==> src/srp_pkg.sv <==
/*
 * Shared constants of the serial register port: frame layout, address map,
 * status byte layout, strobe codes, timing and the controller's own registers.
 * Assumes a single 125 MHz system clock on both ends.
 */
package srp_pkg;
    // ----------------------------------------
    // Clock and timing
    // ----------------------------------------
    localparam int CLK_NS = 8;
    localparam int RSSI_WAIT_US = 128;
    localparam int RSSI_WAIT_CYCLES = (RSSI_WAIT_US * 1000 + CLK_NS - 1) / CLK_NS;
    localparam int SCLK_HALF_NS = 64;
    localparam int SCLK_HALF_CYCLES = (SCLK_HALF_NS + CLK_NS - 1) / CLK_NS;
    localparam int CS_SETUP_NS = 25;
    localparam int CS_SETUP_CYCLES = (CS_SETUP_NS + CLK_NS - 1) / CLK_NS;
    localparam int CS_HOLD_NS = 25;
    localparam int CS_HOLD_CYCLES = (CS_HOLD_NS + CLK_NS - 1) / CLK_NS;
    localparam int TMR_W = 4;

    // ----------------------------------------
    // Frame layout
    // ----------------------------------------
    localparam int ADDR_W = 6;
    localparam int DATA_W = 16;
    localparam int BYTE_W = 8;
    localparam int CNT_W = 5;
    localparam logic [CNT_W-1:0] HDR_BITS = 5'h08;
    localparam logic [CNT_W-1:0] BUF_BITS = 5'h10;
    localparam logic [CNT_W-1:0] REG_BITS = 5'h18;
    localparam int HDR_RAM_BIT = 7;
    localparam int HDR_READ_BIT = 6;

    // ----------------------------------------
    // Address map
    // ----------------------------------------
    localparam logic [ADDR_W-1:0] STROBE_LAST = 6'h0E;
    localparam logic [ADDR_W-1:0] CFG_FIRST = 6'h10;
    localparam logic [ADDR_W-1:0] CFG_LAST = 6'h30;
    localparam int CFG_COUNT = 33;
    localparam logic [ADDR_W-1:0] TXBUF_ADDR = 6'h3E;
    localparam logic [ADDR_W-1:0] RXBUF_ADDR = 6'h3F;
    localparam logic [3:0] NO_OPERATION_STROBE = 4'h0;
    localparam logic [3:0] OSCILLATOR_ENABLE_STROBE = 4'h1;
    localparam logic [3:0] TRANSMIT_FLUSH_STROBE = 4'h9;

    // ----------------------------------------
    // Status byte bit positions
    // ----------------------------------------
    localparam int ST_OSC = 6;
    localparam int ST_UNDERFLOW = 5;
    localparam int ST_CIPHER = 4;
    localparam int ST_TX_ACTIVE = 3;
    localparam int ST_LOCK = 2;
    localparam int ST_RSSI = 1;

    // ----------------------------------------
    // Controller registers and fields
    // ----------------------------------------
    localparam logic [3:0] HR_CMD = 4'h0;
    localparam logic [3:0] HR_WDATA = 4'h4;
    localparam logic [3:0] HR_STATUS = 4'h8;
    localparam logic [3:0] HR_RDATA = 4'hC;
    localparam int CMD_READ_BIT = 6;
    localparam int CMD_STROBE_BIT = 8;
    localparam int STS_BUSY_BIT = 8;
endpackage

==> src/srp_if.sv <==
/*
 * Four-wire serial link between the controller and the register port.
 * Assumes the bench joins one controller and one port to it.
 */
interface srp_if;
    logic sclk;
    logic chip_select_low;
    logic mosi;
    logic miso;

    modport device (
        input sclk,
        input chip_select_low,
        input mosi,
        output miso
    );
    modport host (
        output sclk,
        output chip_select_low,
        output mosi,
        input miso
    );
endinterface

==> src/srp_sync.sv <==
/*
 * Two-flop synchroniser with edge detection on the synchronised level.
 * Assumes inputs are asynchronous to clock; edges lag the pin by two cycles.
 */
module srp_sync #(
    parameter int W = 1,
    parameter logic [W-1:0] IDLE = '0
) (
    // Clock and reset
    input wire logic clock,
    input wire logic rst_n,
    // Pins and results
    input wire logic [W-1:0] async_in,
    output logic [W-1:0] sync_out,
    output logic [W-1:0] rise,
    output logic [W-1:0] fall
);
    logic [W-1:0] meta_q;
    logic [W-1:0] sync_q;
    logic [W-1:0] last_q;

    always_ff @(posedge clock) begin
        if (!rst_n) begin
            meta_q <= IDLE;
            sync_q <= IDLE;
            last_q <= IDLE;
        end else begin
            meta_q <= async_in;
            sync_q <= meta_q;
            last_q <= sync_q;
        end
    end

    assign sync_out = sync_q;
    assign rise = sync_q & ~last_q;
    assign fall = ~sync_q & last_q;
endmodule

==> src/srp_device.sv <==
/*
 * Slave end of the serial register port: header decode, 16-bit register file,
 * status byte, command strobes and single-byte buffer access.
 * Assumes the master runs serial mode 0 (clock idles low) slow enough that a
 * half period spans at least four system clocks.
 */
// Decided for this implementation: the strobed register port and the address map.
// Notes on behaviour
// Four-wire slave; the other party is master
// 33 registers, 15 strobes, two buffer registers
// Master clears bit 7 for register access
// Header bit 6: 0 write, 1 read
// Master shifts 24 bits, select held low
// Address then data, both MSB first
// Read data out in sixteen following clocks
// Sample data in on rising clock
// Load register only after bit D0
// Back-to-back accesses within one select period
// Registers survive power-down, cleared only by reset
// Registers writable in any order
// Status byte out during header bytes
// Status bits 6,5,4: oscillator, underflow, cipher
// Status bits 3,2,1: transmit, lock, signal
// Underflow sticky until transmit flush strobe
// Signal valid after eight symbol periods receiving
// No-operation strobe only returns status
// Strobe address starts its internal sequence
// Strobe is header only, address 0x00-0x0E
// Oscillator off: only oscillator enable strobe acts
// Reject other strobes until oscillator running
// Strobe runs on header's last falling edge
// Select high aborts transfer, clears counter
module srp_device #(
    parameter int RSSI_WAIT = srp_pkg::RSSI_WAIT_CYCLES
) (
    // Clock and reset
    input wire logic clock,
    input wire logic rst_n,
    // Serial link
    srp_if.device link,
    // Radio state
    input wire logic oscillator_running,
    input wire logic underflow_event,
    input wire logic cipher_busy,
    input wire logic tx_active,
    input wire logic pll_lock,
    input wire logic rx_enabled,
    // Strobe output
    output logic strobe_valid,
    output logic [3:0] strobe_code,
    // Buffer bytes
    output logic tx_byte_valid,
    output logic [7:0] tx_byte,
    input wire logic [7:0] rx_byte,
    output logic rx_byte_taken,
    // Register read-back
    input wire logic [5:0] cfg_rd_addr,
    output logic [15:0] cfg_rd_data
);
    localparam int RW = $clog2(RSSI_WAIT + 1);

    typedef enum logic [1:0] {
        PH_HDR = 2'b00,
        PH_REG = 2'b01,
        PH_BUF = 2'b10,
        PH_SKIP = 2'b11
    } srp_phase_t;

    function automatic logic cfg_hit(input logic [srp_pkg::ADDR_W-1:0] a);
        return (a >= srp_pkg::CFG_FIRST) && (a <= srp_pkg::CFG_LAST);
    endfunction

    function automatic logic [5:0] cfg_idx(input logic [srp_pkg::ADDR_W-1:0] a);
        return a - srp_pkg::CFG_FIRST;
    endfunction

    // ----------------------------------------
    // Pin synchronisation
    // ----------------------------------------
    logic [2:0] s_lvl;
    logic [2:0] s_rise;
    logic [2:0] s_fall;

    srp_sync #(.W(3), .IDLE(3'h2)) u_sync (
        .clock(clock),
        .rst_n(rst_n),
        .async_in({link.sclk, link.chip_select_low, link.mosi}),
        .sync_out(s_lvl),
        .rise(s_rise),
        .fall(s_fall)
    );

    wire cs_active = ~s_lvl[1];
    wire cs_start = s_fall[1];
    wire mosi_s = s_lvl[0];
    wire sclk_up = s_rise[2] & cs_active;
    wire sclk_dn = s_fall[2] & cs_active;

    // ----------------------------------------
    // State
    // ----------------------------------------
    srp_phase_t phase_q, phase_d;
    logic [srp_pkg::CNT_W-1:0] cnt_q, cnt_d;
    logic [15:0] shin_q;
    logic [7:0] hdr_q;
    logic [15:0] shout_q, shout_d;
    logic [15:0] cfg_q [srp_pkg::CFG_COUNT];
    logic under_q;
    logic [RW-1:0] rssi_q;
    logic strobe_valid_q;
    logic [3:0] strobe_code_q;
    logic tx_valid_q;
    logic [7:0] tx_byte_q;
    logic rx_taken_q;
    logic [15:0] cfg_rd_q;

    // ----------------------------------------
    // Decode
    // ----------------------------------------
    wire [7:0] hdr_in = {shin_q[6:0], mosi_s};
    wire [15:0] word_in = {shin_q[14:0], mosi_s};
    wire [5:0] in_addr = hdr_in[srp_pkg::ADDR_W-1:0];
    wire in_read = hdr_in[srp_pkg::HDR_READ_BIT];
    wire in_ram = hdr_in[srp_pkg::HDR_RAM_BIT];
    wire in_strobe = ~in_ram & ~in_read & (in_addr <= srp_pkg::STROBE_LAST);
    wire in_buf = (in_addr == srp_pkg::TXBUF_ADDR) | (in_addr == srp_pkg::RXBUF_ADDR);
    wire hdr_done = sclk_up & (phase_q == PH_HDR) & (cnt_q == srp_pkg::HDR_BITS - 5'h01);
    wire [5:0] h_addr = hdr_q[srp_pkg::ADDR_W-1:0];
    wire h_read = hdr_q[srp_pkg::HDR_READ_BIT];
    wire reg_done = sclk_up & (phase_q == PH_REG) & (cnt_q == srp_pkg::REG_BITS - 5'h01);
    wire buf_done = sclk_up & (phase_q == PH_BUF) & (cnt_q == srp_pkg::BUF_BITS - 5'h01);
    wire cfg_wr = reg_done & ~h_read & cfg_hit(h_addr);
    wire strobe_now = sclk_dn & (phase_q == PH_HDR) & (cnt_q == srp_pkg::HDR_BITS);
    wire [3:0] stb_code = h_addr[3:0];
    // Strobes other than oscillator enable are dropped until it runs
    wire stb_allowed = oscillator_running | (stb_code == srp_pkg::OSCILLATOR_ENABLE_STROBE);
    wire stb_fire = strobe_now & stb_allowed & (stb_code != srp_pkg::NO_OPERATION_STROBE);
    wire flush = stb_fire & (stb_code == srp_pkg::TRANSMIT_FLUSH_STROBE);
    wire signal_strength_valid = (rssi_q == RW'(RSSI_WAIT));

    wire [7:0] status_byte = {1'b0, oscillator_running, under_q, cipher_busy,
        tx_active, pll_lock, signal_strength_valid, 1'b0};

    wire [15:0] rd_word = (~h_read && h_addr == srp_pkg::TXBUF_ADDR) ? {status_byte, 8'h00} :
        ~h_read ? 16'h0000 :
        cfg_hit(h_addr) ? cfg_q[cfg_idx(h_addr)] :
        (h_addr == srp_pkg::RXBUF_ADDR) ? {rx_byte, 8'h00} : 16'h0000;

    // ----------------------------------------
    // Phase and bit counter
    // ----------------------------------------
    always_comb begin
        phase_d = phase_q;
        cnt_d = cnt_q;
        if (!cs_active) begin
            phase_d = PH_HDR;
            cnt_d = '0;
        end else if (hdr_done) begin
            cnt_d = srp_pkg::HDR_BITS;
            if (in_ram) begin
                phase_d = PH_SKIP;
            end else if (in_strobe) begin
                phase_d = PH_HDR;
            end else if (in_buf) begin
                phase_d = PH_BUF;
            end else begin
                phase_d = PH_REG;
            end
        end else if (reg_done || buf_done) begin
            phase_d = PH_HDR;
            cnt_d = '0;
        end else if (strobe_now) begin
            cnt_d = '0;
        end else if (sclk_up && phase_q != PH_SKIP) begin
            cnt_d = cnt_q + 5'h01;
        end
    end

    // ----------------------------------------
    // Output shifter
    // ----------------------------------------
    always_comb begin
        shout_d = shout_q;
        if (cs_start) begin
            shout_d = {status_byte, 8'h00};
        end else if (sclk_dn) begin
            if (cnt_q == '0 || strobe_now) begin
                shout_d = {status_byte, 8'h00};
            end else if (cnt_q == srp_pkg::HDR_BITS && phase_q != PH_SKIP) begin
                shout_d = rd_word;
            end else begin
                shout_d = {shout_q[14:0], 1'b0};
            end
        end
    end

    always_ff @(posedge clock) begin
        if (!rst_n) begin
            phase_q <= PH_HDR;
            cnt_q <= '0;
            shin_q <= '0;
            hdr_q <= '0;
            shout_q <= '0;
        end else begin
            phase_q <= phase_d;
            cnt_q <= cnt_d;
            shout_q <= shout_d;
            if (sclk_up) begin
                shin_q <= word_in;
            end
            if (hdr_done) begin
                hdr_q <= hdr_in;
            end
        end
    end

    // ----------------------------------------
    // Register file
    // ----------------------------------------
    // Only reset clears the array; power-down has no path here
    always_ff @(posedge clock) begin
        if (!rst_n) begin
            for (int i = 0; i < srp_pkg::CFG_COUNT; i++) begin
                cfg_q[i] <= '0;
            end
            cfg_rd_q <= '0;
        end else begin
            if (cfg_wr) begin
                cfg_q[cfg_idx(h_addr)] <= word_in;
            end
            cfg_rd_q <= cfg_hit(cfg_rd_addr) ? cfg_q[cfg_idx(cfg_rd_addr)] : 16'h0000;
        end
    end

    // ----------------------------------------
    // Status, strobes and buffer bytes
    // ----------------------------------------
    always_ff @(posedge clock) begin
        if (!rst_n) begin
            under_q <= 1'b0;
            rssi_q <= '0;
            strobe_valid_q <= 1'b0;
            strobe_code_q <= '0;
            tx_valid_q <= 1'b0;
            tx_byte_q <= '0;
            rx_taken_q <= 1'b0;
        end else begin
            // A new underflow beats a flush in the same cycle
            if (underflow_event) begin
                under_q <= 1'b1;
            end else if (flush) begin
                under_q <= 1'b0;
            end
            if (!rx_enabled) begin
                rssi_q <= '0;
            end else if (!signal_strength_valid) begin
                rssi_q <= rssi_q + RW'(1);
            end
            strobe_valid_q <= stb_fire;
            if (stb_fire) begin
                strobe_code_q <= stb_code;
            end
            tx_valid_q <= buf_done & ~h_read & (h_addr == srp_pkg::TXBUF_ADDR);
            if (buf_done) begin
                tx_byte_q <= word_in[7:0];
            end
            rx_taken_q <= buf_done & h_read & (h_addr == srp_pkg::RXBUF_ADDR);
        end
    end

    assign link.miso = shout_q[15];
    assign strobe_valid = strobe_valid_q;
    assign strobe_code = strobe_code_q;
    assign tx_byte_valid = tx_valid_q;
    assign tx_byte = tx_byte_q;
    assign rx_byte_taken = rx_taken_q;
    assign cfg_rd_data = cfg_rd_q;
endmodule

==> src/flat_wrapper.sv <==
// flat-port wrapper written by rule: the top's interface ports become plain ports
module srp_device_flat 
#(
    parameter int RSSI_WAIT = srp_pkg::RSSI_WAIT_CYCLES
)
  (clock, rst_n, oscillator_running, underflow_event, cipher_busy, tx_active, pll_lock, rx_enabled, strobe_valid, strobe_code, tx_byte_valid, tx_byte, rx_byte, rx_byte_taken, cfg_rd_addr, cfg_rd_data, link_sclk, link_chip_select_low, link_mosi, link_miso);
  srp_if link_i ();
  input wire logic clock;
  input wire logic rst_n;
  input wire logic oscillator_running;
  input wire logic underflow_event;
  input wire logic cipher_busy;
  input wire logic tx_active;
  input wire logic pll_lock;
  input wire logic rx_enabled;
  output logic strobe_valid;
  output logic [3:0] strobe_code;
  output logic tx_byte_valid;
  output logic [7:0] tx_byte;
  input wire logic [7:0] rx_byte;
  output logic rx_byte_taken;
  input wire logic [5:0] cfg_rd_addr;
  output logic [15:0] cfg_rd_data;
  input wire logic [$bits(link_i.sclk)-1:0] link_sclk;
  input wire logic [$bits(link_i.chip_select_low)-1:0] link_chip_select_low;
  input wire logic [$bits(link_i.mosi)-1:0] link_mosi;
  output wire logic [$bits(link_i.miso)-1:0] link_miso;
  assign link_i.sclk = link_sclk;
  assign link_i.chip_select_low = link_chip_select_low;
  assign link_i.mosi = link_mosi;
  assign link_miso = link_i.miso;
  srp_device #(.RSSI_WAIT(RSSI_WAIT)) u_core (.clock(clock), .rst_n(rst_n), .link(link_i), .oscillator_running(oscillator_running), .underflow_event(underflow_event), .cipher_busy(cipher_busy), .tx_active(tx_active), .pll_lock(pll_lock), .rx_enabled(rx_enabled), .strobe_valid(strobe_valid), .strobe_code(strobe_code), .tx_byte_valid(tx_byte_valid), .tx_byte(tx_byte), .rx_byte(rx_byte), .rx_byte_taken(rx_byte_taken), .cfg_rd_addr(cfg_rd_addr), .cfg_rd_data(cfg_rd_data));
endmodule
==> config.mk <==
export PLATFORM = sky130hd
export DESIGN_NAME = srp_device_flat
export DESIGN_NICKNAME = d
export VERILOG_FILES = /design/src/srp_pkg.sv /design/src/srp_if.sv /design/src/srp_sync.sv /design/src/srp_device.sv /design/src/flat_wrapper.sv
export SDC_FILE = /design/constraint.sdc
export NUM_CORES = 1
export LEC_CHECK = 0
export BUFFER_PORTS_ARGS = -buffer_cell sky130_fd_sc_hd__buf_4
export CAP_MARGIN = 20
export CORE_UTILIZATION = 39
export DETAILED_ROUTE_END_ITERATION = 10
export MAX_ROUTING_LAYER = met4
export PLACE_DENSITY_LB_ADDON = 0.08
export SLEW_MARGIN = 20
export SYNTH_ARGS = -nofsm -noshare
export SYNTH_HDL_FRONTEND = slang
export SYNTH_SLANG_ARGS = --single-unit
==> constraint.sdc <==
create_clock -name clock -period 4.6 [get_ports clock]
set_input_delay 0.92 -clock clock [delete_from_list [all_inputs] [get_ports clock]]
set_output_delay 0.92 -clock clock [all_outputs]
set_load 0.05 [all_outputs]
==> metrics.md <==
| Metric | Value |
|---|---|
| FFs w/ async S/R, synth | `0%` |
| R2R cell count | `10` |
| Reg clk slew, reported paths | `roughly 0.060 ns` |
| # clock sinks | `1123` |
| Cells resized by post-CTS repair | `0` |
| DP Area | `about 0.061 mm2` |
| Mapped cell area | `0.0562 mm2` |
| Synth top area cells | `edfxtp_1 55%, mux4_2 14%, and2_1 6.0%` |
| Slew margin rel. | `between 10% and 20%` |
| CTS tree | `yes` |
| Combinational Power Share | `6.2%` |
| Row count | `around 140` |
| Unique masters post-synth | `85` |
| FF-to-FF Start | `u_core.hdr_q[1]` |
| Clock skew | `0.0296 ns` |
| First-pass GRT wire length | `~310000 um` |
| Min-delay src | `link_chip_select_low` |
| Post-synthesis xor/xnor area fraction | `less than 1%` |
| Largest net degree at the start of global routing | `slightly below 90` |
| VDD IR max | `between 0.0003 and 0.0004 V` |
| H-tree levels | `4` |
| Root Driver | `clkbuf_16` |
| Core Region | `around 0.14 mm2` |
| Initial DRC Count | `5213` |
| Worst r2r dst | `u_core.shout_q[9]` |
| Yosys top cell area share | `54.7%` |
| Hold EP | `u_core.u_sync.meta_q[1]` |
| Area grow syn2layout | `16.2%` |
| Post-synth EDFFs | `~1000` |
| Pins Over Slew Limit | `0` |
| Final instance area | `between 0.06 and 0.07 mm2` |
| CTS Hold Bufs | `0` |
| Quantity of I/O buffers inserted on ports | `56` |
| Hold violation total from the final report | `0` |
| Pre-CTS WS | `approximately 0.57 ns` |
| Vias | `slightly below 40000` |
| Status | `finished, final reports clean` |
| Maxcap violations | `0` |
| Die area | `approximately 0.15 mm2` |
| Vias per cell | `around 6.2` |
| Leading area contributor after synthesis | `edfxtp_1` |
| # nets final | `between 4000 and 5000` |
| Post-synthesis register bit count | `~1100` |
| Switching Fraction | `between 20% and 30%` |
| Total power | `about 24 mW` |
| WS Path Type | `reg -> reg` |
| Compound-Gate Fraction of Synth Area | `9.00%` |
| Fin crit share | `between 80 and 90%` |
| Internal power | `18.2 mW` |
| RSZ-0062 raised after global routing | `no` |
| Crit path largest cell delay | `around 0.99 ns` |
| Fin Setup TNS | `0 ns` |
| Max Freq | `approximately 250 MHz` |
| HP Class | `in -> reg` |
| Post-Syn Instances | `a little under 4000` |
| Post-synthesis sequential area ratio | `around three fifths` |
| Layout cells sized above 1 | `26.1%` |
| Chip height | `approximately 380 um` |
| Setup Fix Bufs, Post-CTS | `0` |
| Critical path's most frequent cell | `buf_4` |
| Worst Hold Depth | `2` |
| Largest family of logic cells by synthesized area | `multiplexers` |
| Routed len/inst | `36.8 um` |
| Average size of a mapped cell | `between 10 and 15 um2` |
| P per Cell Area | `365 mW/mm2` |
| Mux contribution to synthesized area | `between 10% and 20%` |
| Ys flop type | `edfxtp_1` |
| Die Wd | `382 um` |
| Initial Utilization | `about 40%` |
| Clock buffer depth | `3` |
| Total global-route track usage | `a little under a third` |
| Clock Power Share | `around 45%` |
| Total gr overflow | `0` |
| Reg2reg setup slack | `between 0.5 and 0.6 ns` |
| Slowest-stage cell, CP | `a2111oi_0` |
| DRC | `0` |
| Detailed placement HPWL | `between 100000 and 150000 um` |
| Clk_lat worst skew | `0.79 ns` |
| Drt first pass iters | `6` |
| Worst setup SP type | `flop` |
| Initial antenna violation count | `22` |
| Final Wtd Congestion | `between 0.9 and 1` |
| Routed WL | `between 200000 and 250000 um` |
| Critical path fanouts, max | `35` |
| Number of global-route vias before repair | `~37000` |
| Leak | `21.9 nW` |
| Ys Warns | `0` |
| Worst-Margin Slew | `around 1.3 ns` |
| Arr. time, crit path | `approximately 4.7 ns` |
| Req. time, crit path | `5.27 ns` |
| Net Sw Power | `5.66 mW` |
| Final setup violation count | `0` |
| Simple-gate portion of the synthesized area | `a little over 10%` |
| Synth Area in Adders | `less than 1%` |
| Tmin final | `about 4.1 ns` |
| Sequential Power Share | `around half` |
| Crit-path cells | `buf_4, nor2b_4, buf_4, o2bb2ai_1, a2111oi_0, buf_4, o32ai_1, a211oi_1, buf_4, o21ai_0` |
| Final worst slack | `about 0.54 ns` |
| Antenna-violating nets left | `0` |
| CTS Buf Count | `about 140` |
| # fillers | `approximately 13000` |
| Area of the multi-input gates | `~0.023 mm2` |
| I/O pins | `57` |
| Crit end category | `flop` |
| Register area | `0.0328 mm2` |
[cell type report]
| cell class | instances | area share, % |
|---|---|---|
| Clock inverter | 73 | 1.17 |
| Antenna cell | 10 | 0.0383 |
| Timing Repair Buffer | 317 | 4.13 |
| Inverter | 17 | 0.103 |
| Multi-Input combinational cell | 2593 | 35.3 |
| Sequential cell | 1123 | 50.1 |
| Tap cell | 1890 | 3.62 |
| Clock buffer | 170 | 5.50 |
[power groups by stage]
| stage | clock, mW | combinational (mW) | sequential [mW] |
|---|---|---|---|
| 3_5_place_dp | 0 | 1.47 | 11.8 |
| 5_1_grt | 11.2 | 1.53 | 11.7 |
| 2_1_floorplan | 0 | 0.866 | 11.8 |
| 4_1_cts | 10.9 | 1.47 | 11.6 |
| 3_3_place_gp | 0 | 1.46 | 11.8 |
| 6_report | 10.7 | 1.49 | 11.6 |
[registers in the layout (all words and copies together), names as in the netlist, 4 cells and up]
| register | cells |
|---|---|
| u_core.cfg_q | 1024 |
| u_core.cfg_rd_data | 16 |
| u_core.shout_q | 16 |
| u_core.shin_q | 15 |
| u_core.rssi_q | 14 |
| u_core.tx_byte | 8 |
| u_core.hdr_q | 7 |
| u_core.cnt_q | 5 |
| u_core.strobe_code | 4 |
[worst max-delay path by stage]
stage	cells after the start	to	startpoint	slack, ns
6_report	10	u_core.shout_q[9]	u_core.hdr_q[1]	0.54
5_1_grt	10	u_core.shout_q[9]	u_core.hdr_q[1]	0.59
4_1_cts	10	u_core.shout_q[9]	u_core.hdr_q[1]	0.55
3_5_place_dp	10	u_core.shout_q[9]	u_core.hdr_q[1]	0.57
3_3_place_gp	10	u_core.shout_q[9]	u_core.hdr_q[1]	0.62
2_1_floorplan	9	u_core.cfg_q[26][0]	u_core.hdr_q[4]	0.88
[layout by cell type, fill, tap and decap left out, types with 52 or more instances in the layout]
| cell type | count |
|---|---|
| buf_4 | 290 |
| mux4_2 | 346 |
| a22oi_1 | 71 |
| mux2_2 | 107 |
| nand2_1 | 148 |
| edfxtp_1 | 1024 |
| nor2_1 | 98 |
| mux2i_1 | 188 |
| dfxtp_1 | 79 |
| a21oi_1 | 97 |
| a221oi_1 | 85 |
| clkbuf_16 | 137 |
| and2_1 | 540 |
| conb_1 | 240 |
| o21ai_0 | 73 |
| o2bb2ai_1 | 52 |
[cell families (layout without fill, tap and decap cells)]
| logic type | after synthesis | in the layout |
|---|---|---|
| xor+xnor | 12 | 12 |
| simple gates | 1000 | 1000 |
| buf+inv | 379 | 577 |
| compound gates | 688 | 688 |
| mux | 641 | 641 |
| other cells | 1 | 250 |
| fa+ha+maj | 12 | 12 |
| flops | 1123 | 1123 |
[metrics by stage]
| step | hold slack (ns) | std cells | utilization [%] |
|---|---|---|---|
| floorplan | 0.386 | 4095 | - |
| global placement | 0.422 | 5940 | 42.8 |
| detailed placement | 0.409 | 5940 | 42.9 |
| CTS | 0.267 | 6183 | 45.9 |
| global route | 0.282 | 6188 | 45.9 |
| finish | 0.310 | 6193 | 45.9 |
[per-layer routing]
metal | vias to the layer above | share of wire [%] | GRT usage [%]
met4 | 0 | 4.0 | 12.0
met2 | 2188 | 45 | 47.0
li1 | 15700 | - | -
met3 | 432 | 9.4 | 7.15
met5 | - | 0 | -
met1 | 20300 | 42 | 43.1
[cell usage after synthesis, drive strengths merged (7+ instances only)]
master	n
a211oi	20
nand4	9
dfxtp	99
and2	544
clkbuf	213
o31ai	12
o211ai	23
nand2	148
a22o	22
o221ai	21
nand3	40
ha	12
buf	149
nor2b	23
a22oi	71
a221o	29
or3b	8
edfxtp	1024
a222oi	9
nor3	9
o22ai	26
nor3b	7
a31oi	10
a221oi	85
o21ai	105
a21oi	98
nor2	143
mux4	346
a311oi	8
o221a	12
o21a	8
a2111oi	8
mux2	107
o2bb2ai	52
nand2b	18
mux2i	188
inv	13
a21boi	26
and3	16
xor2	7
[critical path, delay by kind of cell (launching register included)]
kind	cells	cell delay, ns
AO/OA/AOI/OAI	5	1.72
buffers and inverters	4	1.14
flip-flops	1	0.91
AND/OR/NAND/NOR	1	0.07
No activity file was read; power rests on OpenSTA's default activity.
